==> src/inc/mabs_pkg.sv <==
// shared constants and types of the alu and branch datapath
package mabs_pkg;

  // ==========================================================
  // status flag positions
  localparam int unsigned FLAG_C = 0;
  localparam int unsigned FLAG_Z = 1;
  localparam int unsigned FLAG_N = 2;
  localparam int unsigned FLAG_V = 3;
  localparam int unsigned FLAG_S = 4;
  localparam int unsigned FLAG_H = 5;

  // ==========================================================
  // flag update masks and reset values
  localparam logic [7:0] MASK_ARITH = 8'h2f;
  localparam logic [7:0] MASK_WORD  = 8'h1f;
  localparam logic [7:0] MASK_LOGIC = 8'h0e;
  localparam logic [7:0] MASK_FULL  = 8'hff;
  localparam logic [7:0] SREG_RESET = 8'h00;
  localparam logic [7:0] REG_RESET  = 8'h00;

  // ==========================================================
  // clock counts per operation class
  localparam logic [1:0] CYC_ALU   = 2'h1;
  localparam logic [1:0] CYC_WORD  = 2'h2;
  localparam logic [1:0] CYC_JUMP  = 2'h2;
  localparam logic [1:0] CYC_CALL  = 2'h3;
  localparam logic [1:0] CYC_IOBIT = 2'h2;
  localparam logic [1:0] CYC_SKIP1 = 2'h2;
  localparam logic [1:0] CYC_SKIP2 = 2'h3;

  // ==========================================================
  // register file and i/o space
  localparam logic [4:0] PTR_LO_IDX = 5'h1e;
  localparam logic [4:0] PTR_HI_IDX = 5'h1f;
  localparam logic [5:0] IO_BIT_MAX = 6'h1f;

  // ==========================================================
  // operations
  typedef enum logic [4:0] {
    MABS_OP_NOP          = 5'h00,
    MABS_OP_ADD          = 5'h01,
    MABS_OP_ADD_CARRY    = 5'h02,
    MABS_OP_WORD_ADD_IMM = 5'h03,
    MABS_OP_MINUS        = 5'h04,
    MABS_OP_MINUS_IMM    = 5'h05,
    MABS_OP_MINUS_BORROW = 5'h06,
    MABS_OP_MINUS_IMM_BR = 5'h07,
    MABS_OP_WORD_MINUS   = 5'h08,
    MABS_OP_AND          = 5'h09,
    MABS_OP_AND_IMM      = 5'h0a,
    MABS_OP_OR           = 5'h0b,
    MABS_OP_OR_IMM       = 5'h0c,
    MABS_OP_XOR          = 5'h0d,
    MABS_OP_SET_MASK     = 5'h0e,
    MABS_OP_CLEAR_MASK   = 5'h0f,
    MABS_OP_ZERO_CHECK   = 5'h10,
    MABS_OP_REL_CALL     = 5'h11,
    MABS_OP_PTR_JUMP     = 5'h12,
    MABS_OP_PTR_CALL     = 5'h13,
    MABS_OP_EQUAL_SKIP   = 5'h14,
    MABS_OP_COMPARE      = 5'h15,
    MABS_OP_COMPARE_C    = 5'h16,
    MABS_OP_COMPARE_IMM  = 5'h17,
    MABS_OP_IO_BIT_SET   = 5'h18,
    MABS_OP_IO_BIT_CLEAR = 5'h19,
    MABS_OP_SKIP_IO_HIGH = 5'h1a,
    MABS_OP_SKIP_IO_LOW  = 5'h1b
  } mabs_op_type;

  typedef enum logic [0:0] {
    MABS_IDLE = 1'b0,
    MABS_WAIT = 1'b1
  } mabs_state_type;

endpackage

==> src/hdl/mabs_alu8.sv <==
// eight bit add and subtract unit with status flags
`timescale 1ns/1ns
module mabs_alu8 (
  // operands
  input  wire logic [7:0] opA,
  input  wire logic [7:0] opB,
  input  wire logic       carryIn,
  input  wire logic       doSub,
  // zero chaining for borrow forms
  input  wire logic       chainZero,
  input  wire logic       zeroPrev,
  // results
  output logic      [7:0] result,
  output logic            flagH,
  output logic            flagV,
  output logic            flagN,
  output logic            flagZ,
  output logic            flagC
);

  logic [8:0] sum;

  // ==========================================================
  // arithmetic and flag terms
  always_comb begin
    if (doSub) begin
      sum   = {1'b0, opA} - {1'b0, opB} - {8'h00, carryIn};
      result = sum[7:0];
      flagH = (~opA[3] & opB[3]) | (opB[3] & result[3]) | (result[3] & ~opA[3]);
      flagC = (~opA[7] & opB[7]) | (opB[7] & result[7]) | (result[7] & ~opA[7]);
      flagV = (opA[7] & ~opB[7] & ~result[7]) | (~opA[7] & opB[7] & result[7]);
    end else begin
      sum   = {1'b0, opA} + {1'b0, opB} + {8'h00, carryIn};
      result = sum[7:0];
      flagH = (opA[3] & opB[3]) | (opB[3] & ~result[3]) | (~result[3] & opA[3]);
      flagC = sum[8];
      flagV = (opA[7] & opB[7] & ~result[7]) | (~opA[7] & ~opB[7] & result[7]);
    end
    flagN = result[7];
    flagZ = (result == 8'h00) & (~chainZero | zeroPrev);
  end

endmodule

==> src/hdl/mabs_core.sv <==
// execution datapath for arithmetic, logic, compare and branch operations
`timescale 1ns/1ns
// Function
// - add and add-with-carry write sum, set Z C N V H, one clock
// - word add immediate updates register pair, sets Z C N V S, two clocks
// - subtract register or immediate stores difference, sets Z C N V H, one clock
// - subtract with borrow also subtracts carry, same five flags, one clock
// - word subtract immediate works on whole pair, sets Z C N V S, two clocks
// - and with register or immediate stores result, sets Z N V, one clock
// - or with register or immediate stores result, sets Z N V, one clock
// - exclusive or of two registers stores result, sets Z N V, one clock
// - clear mask ands destination with mask inverted against all ones, one clock
// - set mask ors mask into destination, sets Z N V, one clock
// - test ands register with itself, value unchanged, sets Z N V, one clock
// - relative call loads pc plus offset plus one, three clocks
// - pointer jump loads pc from pointer pair, flags unchanged, two clocks
// - pointer call targets pointer pair, flags unchanged, three clocks
// - equal skip advances pc by one, two or three, no flags, one to three clocks
// - compares discard difference, set Z N V C H only, one clock
// - i/o bit set and clear act only on addresses 0x00 to 0x1f
// - i/o bit skips test any bit inside the bit-accessible range
// - some i/o status flags clear when written with a one
// - i/o bit set and clear touch only the addressed bit
module mabs_core #(
  parameter int unsigned PC_W = 12
) (
  // clock and reset
  input  wire logic                      clk_sys,
  input  wire logic                      rst_n,
  // operation issue
  input  wire logic                      opValid,
  input  wire mabs_pkg::mabs_op_type     opCode,
  input  wire logic [4:0]                dstIdx,
  input  wire logic [4:0]                srcIdx,
  input  wire logic [7:0]                immK,
  input  wire logic [PC_W-1:0]           relOffset,
  input  wire logic [5:0]                ioAddr,
  input  wire logic [2:0]                ioBit,
  input  wire logic [7:0]                ioOperand,
  input  wire logic                      nextTwoWord,
  // register file load and read
  input  wire logic                      loadEn,
  input  wire logic [4:0]                loadIdx,
  input  wire logic [7:0]                loadData,
  input  wire logic [4:0]                rdIdx,
  output logic      [7:0]                rdData,
  // status
  output logic                           busy,
  output logic                           done,
  output logic      [PC_W-1:0]           pc,
  output logic      [7:0]                status,
  // return address push
  output logic                           pushEn,
  output logic      [PC_W-1:0]           pushAddr,
  // i/o single bit write
  output logic                           ioWrEn,
  output logic      [5:0]                ioWrAddr,
  output logic      [7:0]                ioWrMask,
  output logic      [7:0]                ioWrData
);

  typedef struct packed {
    logic            wrEn;
    logic            wordEn;
    logic [4:0]      idx;
    logic [15:0]     val;
    logic [7:0]      flagMask;
    logic [7:0]      flags;
    logic [PC_W-1:0] pc;
    logic            push;
    logic [PC_W-1:0] pushAddr;
    logic            ioEn;
    logic [5:0]      ioAddr;
    logic [7:0]      ioMask;
    logic [7:0]      ioData;
    logic [1:0]      cyc;
  } mabs_pend_type;

  typedef struct packed {
    mabs_pkg::mabs_state_type st;
    logic [1:0]               cnt;
    logic [31:0][7:0]         regs;
    logic [PC_W-1:0]          pc;
    logic [7:0]               sreg;
    mabs_pend_type            pend;
    logic                     busy;
    logic                     done;
    logic [7:0]               rdData;
    logic                     pushEn;
    logic [PC_W-1:0]          pushAddr;
    logic                     ioWrEn;
    logic [5:0]               ioWrAddr;
    logic [7:0]               ioWrMask;
    logic [7:0]               ioWrData;
  } mabs_core_type;

  mabs_core_type q;
  mabs_core_type d;
  mabs_pend_type ex;
  mabs_pend_type src;
  logic          accept;
  logic          commit;
  logic [7:0]    aluA;
  logic [7:0]    aluB;
  logic          aluCin;
  logic          aluSub;
  logic          aluChain;
  logic [7:0]    aluRes;
  logic          aluH;
  logic          aluV;
  logic          aluN;
  logic          aluZ;
  logic          aluC;
  logic [7:0]    logicRes;
  logic [15:0]   wordIn;
  logic [16:0]   wordSum;
  logic [15:0]   ptrVal;
  logic          ioInRange;
  logic          skipTaken;
  logic [PC_W-1:0] pcInc;

  // ==========================================================
  // helpers
  function automatic logic [7:0] packFlags(input logic h, input logic s, input logic v,
                                           input logic n, input logic z, input logic c);
    logic [7:0] f;
    f = 8'h00;
    f[mabs_pkg::FLAG_H] = h;
    f[mabs_pkg::FLAG_S] = s;
    f[mabs_pkg::FLAG_V] = v;
    f[mabs_pkg::FLAG_N] = n;
    f[mabs_pkg::FLAG_Z] = z;
    f[mabs_pkg::FLAG_C] = c;
    return f;
  endfunction

  function automatic logic [7:0] logicFlags(input logic [7:0] r);
    return packFlags(1'b0, 1'b0, 1'b0, r[7], r == 8'h00, 1'b0);
  endfunction

  // ==========================================================
  // operand selection
  assign accept    = opValid & (q.st == mabs_pkg::MABS_IDLE);
  assign aluA      = q.regs[dstIdx];
  assign wordIn    = {q.regs[5'(dstIdx + 5'h01)], q.regs[dstIdx]};
  assign ptrVal    = {q.regs[mabs_pkg::PTR_HI_IDX], q.regs[mabs_pkg::PTR_LO_IDX]};
  assign ioInRange = ioAddr <= mabs_pkg::IO_BIT_MAX;
  assign pcInc     = PC_W'(q.pc + 1'b1);

  always_comb begin
    aluB     = q.regs[srcIdx];
    aluCin   = 1'b0;
    aluSub   = 1'b1;
    aluChain = 1'b0;
    case (opCode)
      mabs_pkg::MABS_OP_ADD: begin
        aluSub = 1'b0;
      end
      mabs_pkg::MABS_OP_ADD_CARRY: begin
        aluSub = 1'b0;
        aluCin = q.sreg[mabs_pkg::FLAG_C];
      end
      mabs_pkg::MABS_OP_MINUS_IMM,
      mabs_pkg::MABS_OP_COMPARE_IMM: begin
        aluB = immK;
      end
      mabs_pkg::MABS_OP_MINUS_BORROW,
      mabs_pkg::MABS_OP_COMPARE_C: begin
        aluCin   = q.sreg[mabs_pkg::FLAG_C];
        aluChain = 1'b1;
      end
      mabs_pkg::MABS_OP_MINUS_IMM_BR: begin
        aluB     = immK;
        aluCin   = q.sreg[mabs_pkg::FLAG_C];
        aluChain = 1'b1;
      end
      default: begin
        aluB = q.regs[srcIdx];
      end
    endcase
  end

  mabs_alu8 u_alu (
    .opA       (aluA),
    .opB       (aluB),
    .carryIn   (aluCin),
    .doSub     (aluSub),
    .chainZero (aluChain),
    .zeroPrev  (q.sreg[mabs_pkg::FLAG_Z]),
    .result    (aluRes),
    .flagH     (aluH),
    .flagV     (aluV),
    .flagN     (aluN),
    .flagZ     (aluZ),
    .flagC     (aluC)
  );

  // ==========================================================
  // execution of the issued operation
  always_comb begin
    ex          = '0;
    ex.idx      = dstIdx;
    ex.pc       = pcInc;
    ex.pushAddr = pcInc;
    ex.ioAddr   = ioAddr;
    ex.ioMask   = 8'(8'h01 << ioBit);
    ex.cyc      = mabs_pkg::CYC_ALU;
    logicRes    = 8'h00;
    wordSum     = 17'h00000;
    skipTaken   = 1'b0;
    case (opCode)
      mabs_pkg::MABS_OP_ADD,
      mabs_pkg::MABS_OP_ADD_CARRY,
      mabs_pkg::MABS_OP_MINUS,
      mabs_pkg::MABS_OP_MINUS_IMM,
      mabs_pkg::MABS_OP_MINUS_BORROW,
      mabs_pkg::MABS_OP_MINUS_IMM_BR: begin
        ex.wrEn     = 1'b1;
        ex.val      = {8'h00, aluRes};
        ex.flagMask = mabs_pkg::MASK_ARITH;
        ex.flags    = packFlags(aluH, 1'b0, aluV, aluN, aluZ, aluC);
      end
      mabs_pkg::MABS_OP_COMPARE,
      mabs_pkg::MABS_OP_COMPARE_C,
      mabs_pkg::MABS_OP_COMPARE_IMM: begin
        ex.flagMask = mabs_pkg::MASK_ARITH;
        ex.flags    = packFlags(aluH, 1'b0, aluV, aluN, aluZ, aluC);
      end
      mabs_pkg::MABS_OP_AND,
      mabs_pkg::MABS_OP_AND_IMM,
      mabs_pkg::MABS_OP_OR,
      mabs_pkg::MABS_OP_OR_IMM,
      mabs_pkg::MABS_OP_XOR,
      mabs_pkg::MABS_OP_SET_MASK,
      mabs_pkg::MABS_OP_CLEAR_MASK,
      mabs_pkg::MABS_OP_ZERO_CHECK: begin
        case (opCode)
          mabs_pkg::MABS_OP_AND:        logicRes = aluA & q.regs[srcIdx];
          mabs_pkg::MABS_OP_AND_IMM:    logicRes = aluA & immK;
          mabs_pkg::MABS_OP_OR:         logicRes = aluA | q.regs[srcIdx];
          mabs_pkg::MABS_OP_OR_IMM:     logicRes = aluA | immK;
          mabs_pkg::MABS_OP_XOR:        logicRes = aluA ^ q.regs[srcIdx];
          mabs_pkg::MABS_OP_SET_MASK:   logicRes = aluA | immK;
          mabs_pkg::MABS_OP_CLEAR_MASK: logicRes = aluA & (mabs_pkg::MASK_FULL ^ immK);
          default:                      logicRes = aluA & aluA;
        endcase
        ex.wrEn     = 1'b1;
        ex.val      = {8'h00, logicRes};
        ex.flagMask = mabs_pkg::MASK_LOGIC;
        ex.flags    = logicFlags(logicRes);
      end
      mabs_pkg::MABS_OP_WORD_ADD_IMM: begin
        wordSum     = {1'b0, wordIn} + {11'h000, immK[5:0]};
        ex.wrEn     = 1'b1;
        ex.wordEn   = 1'b1;
        ex.val      = wordSum[15:0];
        ex.flagMask = mabs_pkg::MASK_WORD;
        ex.flags    = packFlags(1'b0, wordSum[15] ^ (~wordIn[15] & wordSum[15]),
                                ~wordIn[15] & wordSum[15], wordSum[15],
                                wordSum[15:0] == 16'h0000, ~wordSum[15] & wordIn[15]);
        ex.cyc      = mabs_pkg::CYC_WORD;
      end
      mabs_pkg::MABS_OP_WORD_MINUS: begin
        wordSum     = {1'b0, wordIn} - {11'h000, immK[5:0]};
        ex.wrEn     = 1'b1;
        ex.wordEn   = 1'b1;
        ex.val      = wordSum[15:0];
        ex.flagMask = mabs_pkg::MASK_WORD;
        ex.flags    = packFlags(1'b0, wordSum[15] ^ (wordIn[15] & ~wordSum[15]),
                                wordIn[15] & ~wordSum[15], wordSum[15],
                                wordSum[15:0] == 16'h0000, wordSum[15] & ~wordIn[15]);
        ex.cyc      = mabs_pkg::CYC_WORD;
      end
      mabs_pkg::MABS_OP_REL_CALL: begin
        ex.pc   = PC_W'(q.pc + relOffset + 1'b1);
        ex.push = 1'b1;
        ex.cyc  = mabs_pkg::CYC_CALL;
      end
      mabs_pkg::MABS_OP_PTR_JUMP: begin
        ex.pc  = ptrVal[PC_W-1:0];
        ex.cyc = mabs_pkg::CYC_JUMP;
      end
      mabs_pkg::MABS_OP_PTR_CALL: begin
        ex.pc   = ptrVal[PC_W-1:0];
        ex.push = 1'b1;
        ex.cyc  = mabs_pkg::CYC_CALL;
      end
      mabs_pkg::MABS_OP_EQUAL_SKIP,
      mabs_pkg::MABS_OP_SKIP_IO_HIGH,
      mabs_pkg::MABS_OP_SKIP_IO_LOW: begin
        case (opCode)
          mabs_pkg::MABS_OP_EQUAL_SKIP:   skipTaken = aluA == q.regs[srcIdx];
          mabs_pkg::MABS_OP_SKIP_IO_HIGH: skipTaken = ioInRange & ioOperand[ioBit];
          default:                        skipTaken = ioInRange & ~ioOperand[ioBit];
        endcase
        if (skipTaken) begin
          ex.pc  = PC_W'(q.pc + (nextTwoWord ? 2'h3 : 2'h2));
          ex.cyc = nextTwoWord ? mabs_pkg::CYC_SKIP2 : mabs_pkg::CYC_SKIP1;
        end
      end
      mabs_pkg::MABS_OP_IO_BIT_SET,
      mabs_pkg::MABS_OP_IO_BIT_CLEAR: begin
        ex.ioEn   = ioInRange;
        ex.ioData = (opCode == mabs_pkg::MABS_OP_IO_BIT_SET) ? ex.ioMask : 8'h00;
        ex.cyc    = mabs_pkg::CYC_IOBIT;
      end
      default: begin
        ex.cyc = mabs_pkg::CYC_ALU;
      end
    endcase
  end

  // ==========================================================
  // sequencing and commit
  assign commit = (accept & (ex.cyc == mabs_pkg::CYC_ALU)) |
                  ((q.st == mabs_pkg::MABS_WAIT) & (q.cnt == 2'h1));
  assign src    = (q.st == mabs_pkg::MABS_IDLE) ? ex : q.pend;

  always_comb begin
    d        = q;
    d.done   = 1'b0;
    d.pushEn = 1'b0;
    d.ioWrEn = 1'b0;
    d.rdData = q.regs[rdIdx];
    case (q.st)
      mabs_pkg::MABS_IDLE: begin
        if (accept) begin
          d.pend = ex;
          if (ex.cyc != mabs_pkg::CYC_ALU) begin
            d.st   = mabs_pkg::MABS_WAIT;
            d.cnt  = 2'(ex.cyc - 2'h1);
            d.busy = 1'b1;
          end
        end else if (loadEn) begin
          d.regs[loadIdx] = loadData;
        end
      end
      mabs_pkg::MABS_WAIT: begin
        d.cnt = 2'(q.cnt - 2'h1);
      end
      default: begin
        d.st = mabs_pkg::MABS_IDLE;
      end
    endcase
    if (commit) begin
      if (src.wrEn) begin
        d.regs[src.idx] = src.val[7:0];
        if (src.wordEn) begin
          d.regs[5'(src.idx + 5'h01)] = src.val[15:8];
        end
      end
      d.sreg     = (q.sreg & ~src.flagMask) | (src.flags & src.flagMask);
      d.pc       = src.pc;
      d.pushEn   = src.push;
      d.pushAddr = src.pushAddr;
      d.ioWrEn   = src.ioEn;
      d.ioWrAddr = src.ioAddr;
      d.ioWrMask = src.ioMask;
      d.ioWrData = src.ioData;
      d.done     = 1'b1;
      d.busy     = 1'b0;
      d.st       = mabs_pkg::MABS_IDLE;
    end
  end

  always_ff @(posedge clk_sys) begin
    if (!rst_n) begin
      q      <= '0;
      q.st   <= mabs_pkg::MABS_IDLE;
      q.regs <= {32{mabs_pkg::REG_RESET}};
      q.sreg <= mabs_pkg::SREG_RESET;
    end else begin
      q <= d;
    end
  end

  assign rdData   = q.rdData;
  assign busy     = q.busy;
  assign done     = q.done;
  assign pc       = q.pc;
  assign status   = q.sreg;
  assign pushEn   = q.pushEn;
  assign pushAddr = q.pushAddr;
  assign ioWrEn   = q.ioWrEn;
  assign ioWrAddr = q.ioWrAddr;
  assign ioWrMask = q.ioWrMask;
  assign ioWrData = q.ioWrData;

  // ==========================================================
  // checks
  AST_ADD_ONE_CLOCK: assert property (@(posedge clk_sys) disable iff (!rst_n)
    accept && opCode == mabs_pkg::MABS_OP_ADD |=> done && !busy
      && q.regs[$past(dstIdx)] == $past(aluRes))
    else $error("add did not finish in one clock");

  AST_WORD_TWO_CLOCKS: assert property (@(posedge clk_sys) disable iff (!rst_n)
    accept && opCode == mabs_pkg::MABS_OP_WORD_ADD_IMM |=> busy && !done ##1 done && !busy)
    else $error("word add did not take two clocks");

  AST_CALL_THREE_CLOCKS: assert property (@(posedge clk_sys) disable iff (!rst_n)
    accept && opCode == mabs_pkg::MABS_OP_REL_CALL |=> !done [*2] ##1 (done && pushEn
      && pc == PC_W'($past(q.pc, 3) + $past(relOffset, 3) + 1'b1)))
    else $error("relative call target or timing wrong");

  AST_PTR_JUMP: assert property (@(posedge clk_sys) disable iff (!rst_n)
    accept && opCode == mabs_pkg::MABS_OP_PTR_JUMP |-> ##2 (done
      && pc == $past(ptrVal[PC_W-1:0], 2) && status == $past(status, 2)))
    else $error("pointer jump target or flags wrong");

  AST_LOGIC_FLAGS: assert property (@(posedge clk_sys) disable iff (!rst_n)
    accept && opCode inside {mabs_pkg::MABS_OP_AND, mabs_pkg::MABS_OP_OR_IMM,
      mabs_pkg::MABS_OP_XOR} |=> !status[mabs_pkg::FLAG_V]
      && status[mabs_pkg::FLAG_C] == $past(status[mabs_pkg::FLAG_C])
      && status[mabs_pkg::FLAG_H] == $past(status[mabs_pkg::FLAG_H]))
    else $error("logic op touched carry or half carry");

  AST_COMPARE_NO_WRITE: assert property (@(posedge clk_sys) disable iff (!rst_n)
    accept && opCode == mabs_pkg::MABS_OP_COMPARE |=> $stable(q.regs)
      && status[mabs_pkg::FLAG_Z] == ($past(aluA) == $past(aluB)))
    else $error("compare wrote a register or missed zero");

  AST_SKIP_DISTANCE: assert property (@(posedge clk_sys) disable iff (!rst_n)
    accept && opCode == mabs_pkg::MABS_OP_EQUAL_SKIP && aluA == q.regs[srcIdx]
      && !nextTwoWord |=> !done ##1 (done && pc == PC_W'($past(q.pc, 2) + 2'h2)))
    else $error("equal skip distance or timing wrong");

  AST_IO_RANGE: assert property (@(posedge clk_sys) disable iff (!rst_n)
    ioWrEn |-> ioWrAddr <= mabs_pkg::IO_BIT_MAX && $past(busy))
    else $error("bit write outside bit-accessible range");

  AST_IO_ONE_BIT: assert property (@(posedge clk_sys) disable iff (!rst_n)
    ioWrEn |-> $onehot(ioWrMask) && (ioWrData & ~ioWrMask) == 8'h00)
    else $error("bit write touches more than one bit");

endmodule

==> config.mk <==
export PLATFORM = sky130hd
export DESIGN_NAME = mabs_core
export DESIGN_NICKNAME = d
export VERILOG_FILES = /design/src/inc/mabs_pkg.sv /design/src/hdl/mabs_alu8.sv /design/src/hdl/mabs_core.sv
export SDC_FILE = /design/constraint.sdc
export NUM_CORES = 2
export LEC_CHECK = 0
export BUFFER_PORTS_ARGS = -buffer_cell sky130_fd_sc_hd__buf_4
export CORE_ASPECT_RATIO = 0.5
export CORE_MARGIN = 3
export CORE_UTILIZATION = 45
export DETAILED_ROUTE_END_ITERATION = 7
export SYNTH_ARGS = -nofsm -noshare
export SYNTH_HDL_FRONTEND = slang
export SYNTH_SLANG_ARGS = --single-unit
==> constraint.sdc <==
create_clock -name clk_sys -period 6.95 [get_ports clk_sys]
set_clock_uncertainty 0.1 [all_clocks]
set_input_delay 0.695 -clock clk_sys [delete_from_list [all_inputs] [get_ports clk_sys]]
set_output_delay 0.695 -clock clk_sys [all_outputs]
set_load 0.05 [all_outputs]
# Word-level counts from Yosys, hierarchy flattened

Cells that the tools add are included.

Register bits after elaboration: 414
Logic and storage cells: 265

Add/subtract/negate cells: 14
Order comparisons: 12
Eq/ne operators: 33
Shift-type cells: 1
Muxes and demuxes: 56
Bitwise logic cells: 63
Reductions and logical operators: 27

Operator list:

| operator                                                                      | number |
|---|---|
| 256-bit two-way mux                                                           | 5 |
| 256-bit bitwise mux                                                           | 3 |
| 276-bit two-way mux                                                           | 1 |
| 8-bit binary-select mux with 5-bit select                                     | 4 |
| 8-bit demux with 5-bit select                                                 | 3 |
| 8-bit two-way mux                                                             | 12 |
| 89-bit two-way mux                                                            | 1 |
| 16-bit case mux with 4 select lines                                           | 1 |
| 5-bit equality test (second input constant)                                   | 12 |
| 14-bit case mux with 4 select lines                                           | 1 |
| 8-bit bitwise AND                                                             | 6 |
| 8-bit case mux with 6 select lines                                            | 1 |
| 5-bit by 6-bit less-than comparator with 1-bit output (second input constant) | 7 |
| 5-bit by 4-bit equality test with 1-bit output (second input constant)        | 8 |
| 12-bit case mux with 3 select lines                                           | 1 |
| 16-bit logical NOT                                                            | 2 |
| 1-bit bitwise AND                                                             | 26 |
| 12-bit by 1-bit adder with 12-bit output (second input constant)              | 2 |
| 8-bit OR                                                                      | 3 |
| 5-bit by 3-bit equality test with 1-bit output (second input constant)        | 4 |
| 16-bit by 6-bit adder with 16-bit output                                      | 1 |
| 8-bit logical NOT                                                             | 2 |
| 8-bit inverter                                                                | 2 |
| 16-bit OR reduction                                                           | 1 |
| 41 further kinds                                                              | 97 |

# Depth between registers and ports, before layout

Depth in word-level cells: 21
Mapped depth: 27
Gate-level depth less buffers: 21

# Modules after synthesis

A second synthesis with hierarchy kept.

Cells, all modules: 4051
Area total of the unflattened synthesis: 34480.6 µm²

By module, submodules not included:

| module    | instances | cells each | area each (µm²) |
|---|---|---|---|
| mabs_core | 1         | 3907       | 33289.4 |
| mabs_alu8 | 1         | 144        | 1191.1 |

# Worst setup path after synthesis

No wires, ideal clock.

Kind: in2reg
Start point: input dstIdx[0]
End point: register q[194] (netlist name)
Arrival: 5.615 ns
Data required time: 6.728 ns
Slack: 1.113 ns
Stages on the path: 25
Buffers on the path: 8
Cells stage by stage: buf_6 > buf_6 > buf_6 > buf_4 > buf_6 > buf_2 > mux4_2 > a22oi_1 > nand4_1 > ha_1 > clkbuf_1 > a21oi_1 > o21bai_1 > a211oi_1 > o21a_1 > nand4_1 > or3_1 > ha_1 > nor2_1 > a21oi_1 > nor2_1 > a21oi_1 > nor2_1 > clkbuf_1 > a221o_1

Longest elaborated chain between the ends: 12
Elaborated cells on any way between the ends: 47

Ends and longest elaborated chain:

| item                                                           | RTL line                           | text |
|---|---|---|
| start: declaration                                             | mabs_core.sv:33                    | `input wire logic [4:0] dstIdx,` |
| 8-bit binary-select mux with 5-bit select                      | mabs_core.sv:144, mabs_core.sv:145 |  |
| 8-bit two-way mux (not written as such)                        | mabs_core.sv:144, mabs_core.sv:145 |  |
| 8-bit by 8-bit adder with 9-bit output (tied with other cells) | mabs_alu8.sv:33                    | `sum = {1'b0, opA} + {1'b0, opB} + {8'h00, carryIn};` |
| 9-bit by 1-bit adder with 9-bit output (tied with other cells) | mabs_alu8.sv:33                    |  |
| 8-bit two-way mux (on tied branches)                           | mabs_alu8.sv:26, mabs_core.sv:211  |  |
| 16-bit case mux with 4 select lines                            | mabs_core.sv:211                   | `case (opCode)` |
| 89-bit two-way mux                                             | mabs_core.sv:317                   | `assign src = (q.st == mabs_pkg::MABS_IDLE) ? ex : q.pend;` |
| 256-bit bitwise mux                                            | mabs_core.sv:347                   | `d.regs[src.idx] = src.val[7:0];` |
| 256-bit bitwise mux                                            | mabs_core.sv:349                   | `d.regs[5'(src.idx + 5'h01)] = src.val[15:8];` |
| 256-bit two-way mux                                            | mabs_core.sv:348                   | `if (src.wordEn) begin` |
| 256-bit two-way mux                                            | mabs_core.sv:346                   | `if (src.wrEn) begin` |
| 276-bit two-way mux *                                          | mabs_core.sv:345                   | `if (commit) begin` |
| end: declaration                                               | mabs_core.sv:97                    | `mabs_core_type q;` |

Every way passes the cells marked *; elsewhere a longest branch is shown, timed or not. The select of a mux whose other input is x is not followed.
A chain may end at the register's enable or synchronous reset.

# Worst setup path in the final report

Start point: input srcIdx[1]
End point: register q[336] (netlist name)

Longest elaborated chain between the ends: 13
Elaborated cells on any way between the ends: 28

Ends and longest elaborated chain:

| item                                                                                                  | RTL line                         | text |
|---|---|---|
| start: declaration                                                                                    | mabs_core.sv:34                  | `input wire logic [4:0] srcIdx,` |
| 8-bit binary-select mux with 5-bit select *                                                           | --                               |  |
| 8-bit two-way mux (not written as such) *                                                             | --                               |  |
| 8-bit two-way mux                                                                                     | --                               |  |
| 8-bit by 8-bit adder with 9-bit output or 8-bit subtractor (tied branches)                            | mabs_alu8.sv:33, mabs_alu8.sv:27 |  |
| 9-bit by 1-bit adder with 9-bit output or 8-bit by 1-bit subtractor with 8-bit output (tied branches) | mabs_alu8.sv:33, mabs_alu8.sv:27 |  |
| 8-bit two-way mux                                                                                     | mabs_alu8.sv:26                  | `if (doSub) begin` |
| 16-bit case mux with 4 select lines                                                                   | mabs_core.sv:211                 |  |
| 89-bit two-way mux                                                                                    | mabs_core.sv:317                 |  |
| 256-bit bitwise mux                                                                                   | mabs_core.sv:347                 |  |
| 256-bit bitwise mux                                                                                   | mabs_core.sv:349                 |  |
| 256-bit two-way mux                                                                                   | mabs_core.sv:348                 |  |
| 256-bit two-way mux                                                                                   | mabs_core.sv:346                 |  |
| 276-bit two-way mux *                                                                                 | mabs_core.sv:345                 |  |

Marks and branches as above.

==> metrics list <==
- The flow ran to the end, but the final reports show violations.
* Failing checks: DRC
* Die footprint: 78800 um^2
* Final TNS setup: 0 ns
- Rel. slew slack: 17.2%
- For this run, the register share of the synthesized area comes to 23.9%.
- Number of sinks on the clock net: 404
- Met2 Usage GRT: 61.1%
* Critical Setup Path Class: input pin to flop
* Power per unit of standard cell area: 185 nW/um^2
- Synth Warn #: 0
- Layout area overhead: 10.7%
- Required @ worst endpoint: 7.31 ns
- The H-tree generated during clock tree synthesis spans 2 levels.
- The number of global-route vias before repair was 33100.
- In this run, post-CTS hold repair placed 0 buffers.
- In this run the worst path has a maximum fanout of 26.
* Synthesized flop and latch total: 404
- Number of buffers on the longest clock path: 3
- Peak Freq: 155 MHz
* Final-report max-slew violation count: 0
* Placement Rows: 70
* Startpoint kind of the worst setup timing path: input pin
- The analysis attributes to cell leakage a power of 0.0141 uW.
- Class of the worst hold path: input pin to flop
- 141 I/O pins were placed.
- Count of unique library cells instantiated by Yosys: 101
* Critical path data arrival time: 6.83 ns
* Maxcap violations: 0
- The initial utilization of the core area, before any placement, comes to 45.9%.
- Met1 global-route usage: 59.7%
* Count of cells along the worst register-to-register path: 17
- Mean cell area of the mapped netlist: 8.85 um^2
- In this run, CTS created clock tree buffers numbering 41.
- Core utilization of the finished layout: 50.9%
* Multi-input combinational cell area: 23700 um^2
- Routed vias: 36800
- Fin. Hold Viols: 0
* Register clock-pin slew on the reported worst setup and hold paths: 0.06 ns
- Measured along the x axis, the die boundary spans 394 um.
* Count of unresolved DRC violations after routing: 11
- Iteration-0 DRC count of the detailed router: 7079
- Gp weighted congestion: 1.14
- At the placement stage, the worst setup path has a slack of 0.0769 ns.
* Main flop type after synthesis: sky130_fd_sc_hd__dfxtp_1
* Sequential cell area: 8090 um^2
* Share of synthesized flip-flops with an asynchronous set or reset: 0%
- The first global-routing pass estimated 259000 um of wire.
- In this run the remaining antenna-violating nets after routing total 0.
- PortBufs: 138
* Commonest non-fill, non-tap cells in the layout: sky130_fd_sc_hd__dfxtp_1, sky130_fd_sc_hd__nor2_1, sky130_fd_sc_hd__nand2_1, sky130_fd_sc_hd__buf_4, sky130_fd_sc_hd__o21ai_0
- TritonCTS built the clock tree.
- Overflow left after global routing: 0
- Number of vias per cell: 7.53
* Leading cell type in the layout, fill and taps excluded: sky130_fd_sc_hd__dfxtp_1
* Post-CTS repair timing setup buffer count: 0
* Slack of the critical path: 0.484 ns
- Cell count after synthesis: 3825
* Portion of the clock cycle consumed by the worst path in the final layout: 93.0%
- Initial antenna violation count: 19
- Post-synth EDFFs: 0
- Setup repair after global routing left no endpoint under its margin.
- For this run, the detailed router's first-pass iteration total came to 8.
- Global routing used 26.5% of the available met3 tracks.
- Layout Nets: 3978
* Type of element capturing the critical path: flop
- Total power: 6920 uW
- Maximum number of pins on one net before global-route repair: 143
- Counting I/O delays and the setup requirement, the final critical path takes 6.47 ns.
- Filler cell count: 7018
- Global routing used 45.9% of the available tracks across all layers.
- Most crowded layer after global routing: met2
* Resize count post-CTS: 0
- Cell count of the worst hold path: 3
- Area of the core: 73700 um^2
- Post-detailed-route wirelength per cell: 38.4 um
- Half-perimeter wire length after detailed placement: 137000 um
- Setup violations remaining at the end of the flow were counted as 0.
- VDD sags by at most 0.000163 V.
* Latest clock arrival within the worst-skew pair: 0.64 ns
- Final wirelength: 188000 um
* Summed instance area of the synthesized netlist: 33900 um^2
- The tree is rooted in a sky130_fd_sc_hd__clkbuf_16.
* Worst-margin pin slew: 1.24 ns
- Fraction of layout instances using a drive strength above 1: 23.9%
- Vertical die dimension: 200 um
## state kept, by name (all words and copies together) (netlist names), named ones only
name	flops
ioWrData	8
pc	12
rdData	8
busy	1
q	324
pushEn	1
ioWrEn	1
pushAddr	12
done	1
ioWrAddr	6
ioWrMask	8
ptrVal	16
## per-layer routing
| layer | part of all wire (%) | wire length [um] |
|---|---|---|
| met1 | 39 | 72900 |
| met2 | 37 | 70300 |
| met3 | 18 | 34300 |
| met4 | 5.4 | 10100 |
| met5 | 0.13 | 243 |
## stage by stage
step / hold WS, ns / instances / cell area (um^2)
floorplan: 0.332 / 3826 / 33900
global route: 0.242 / 4879 / 37500
detailed placement: 0.347 / 4804 / 36200
finish: 0.249 / 4891 / 37500
CTS: 0.226 / 4878 / 37500
global placement: 0.341 / 4804 / 36200
## path summary, 6_finish.rpt
check,from,end,slack (ns)
hold reg to reg,q[61]$_SDFFE_PN0P_,q[61]$_SDFFE_PN0P_,0.36
hold / removal,ioAddr[1],q[65]$_SDFFE_PN0P_,0.25
setup reg to reg,q[267]$_SDFF_PN0_,q[336]$_SDFF_PN0_,0.59
setup / recovery,srcIdx[1],q[336]$_SDFF_PN0_,0.48
## cell type report
type                            count  area share, %
Inverter                           73          0.744
Clock buffer                       55           3.01
Tap cell                         1008           3.36
Timing Repair Buffer              341           7.72
Antenna cell                       13         0.0867
Multi-Input combinational cell   2978           63.1
Sequential cell                   404           21.6
Clock inverter                     19          0.420
## critical path, stage by stage
cell and delay (ns):
sky130_fd_sc_hd__buf_4 0.31, sky130_fd_sc_hd__buf_4 0.33, sky130_fd_sc_hd__nor2b_1 0.57, sky130_fd_sc_hd__a22oi_1 0.18, sky130_fd_sc_hd__a31oi_1 0.51, sky130_fd_sc_hd__nand2_1 0.18, sky130_fd_sc_hd__mux2i_1 0.31, sky130_fd_sc_hd__fa_1 0.37
sky130_fd_sc_hd__ha_1 0.17, sky130_fd_sc_hd__inv_1 0.11, sky130_fd_sc_hd__o41ai_1 1.03, sky130_fd_sc_hd__a21o_1 0.23, sky130_fd_sc_hd__a21oi_1 0.08, sky130_fd_sc_hd__xnor2_1 0.20, sky130_fd_sc_hd__a221o_1 0.43, sky130_fd_sc_hd__mux2_2 0.42
sky130_fd_sc_hd__nor2_2 0.15, sky130_fd_sc_hd__buf_4 0.35, sky130_fd_sc_hd__a221oi_1 0.15
## cells in the mapped netlist, types with 91 or more instances
library cell                 n  area [um^2]
sky130_fd_sc_hd__a21oi_1   237         1190
sky130_fd_sc_hd__a221oi_1  130         1140
sky130_fd_sc_hd__clkbuf_1  197          739
sky130_fd_sc_hd__dfxtp_1   404         8090
sky130_fd_sc_hd__mux2_2    196         2210
sky130_fd_sc_hd__mux2i_1   190         1900
sky130_fd_sc_hd__mux4_2    243         5470
sky130_fd_sc_hd__nand2_1   348         1310
sky130_fd_sc_hd__nand3_1    91          455
sky130_fd_sc_hd__nor2_1    379         1420
sky130_fd_sc_hd__nor3_1    101          505
sky130_fd_sc_hd__o21ai_0   300         1500
## kinds of logic (layout without fill, tap and decap cells)
family | Yosys count | count (layout) | synth area share (%)
flip-flops | 404 | 404 | 23.9
other | 1 | 15 | 0.0111
AND/OR/NAND/NOR | 1113 | 1113 | 14.9
AO/OA/AOI/OAI | 1113 | 1113 | 22.2
XOR/XNOR | 56 | 56 | 1.50
buffers and inverters | 444 | 488 | 6.58
multiplexers | 630 | 630 | 28.4
adder cells (fa/ha/maj) | 64 | 64 | 2.54
## power breakdown
group	switching, uW	internal, uW	leakage, uW
Combinational	1450	640	0.0102
Clock	1150	1190	0.000632
Sequential	104	2390	0.00327
Power figures use the tool's default switching activity.
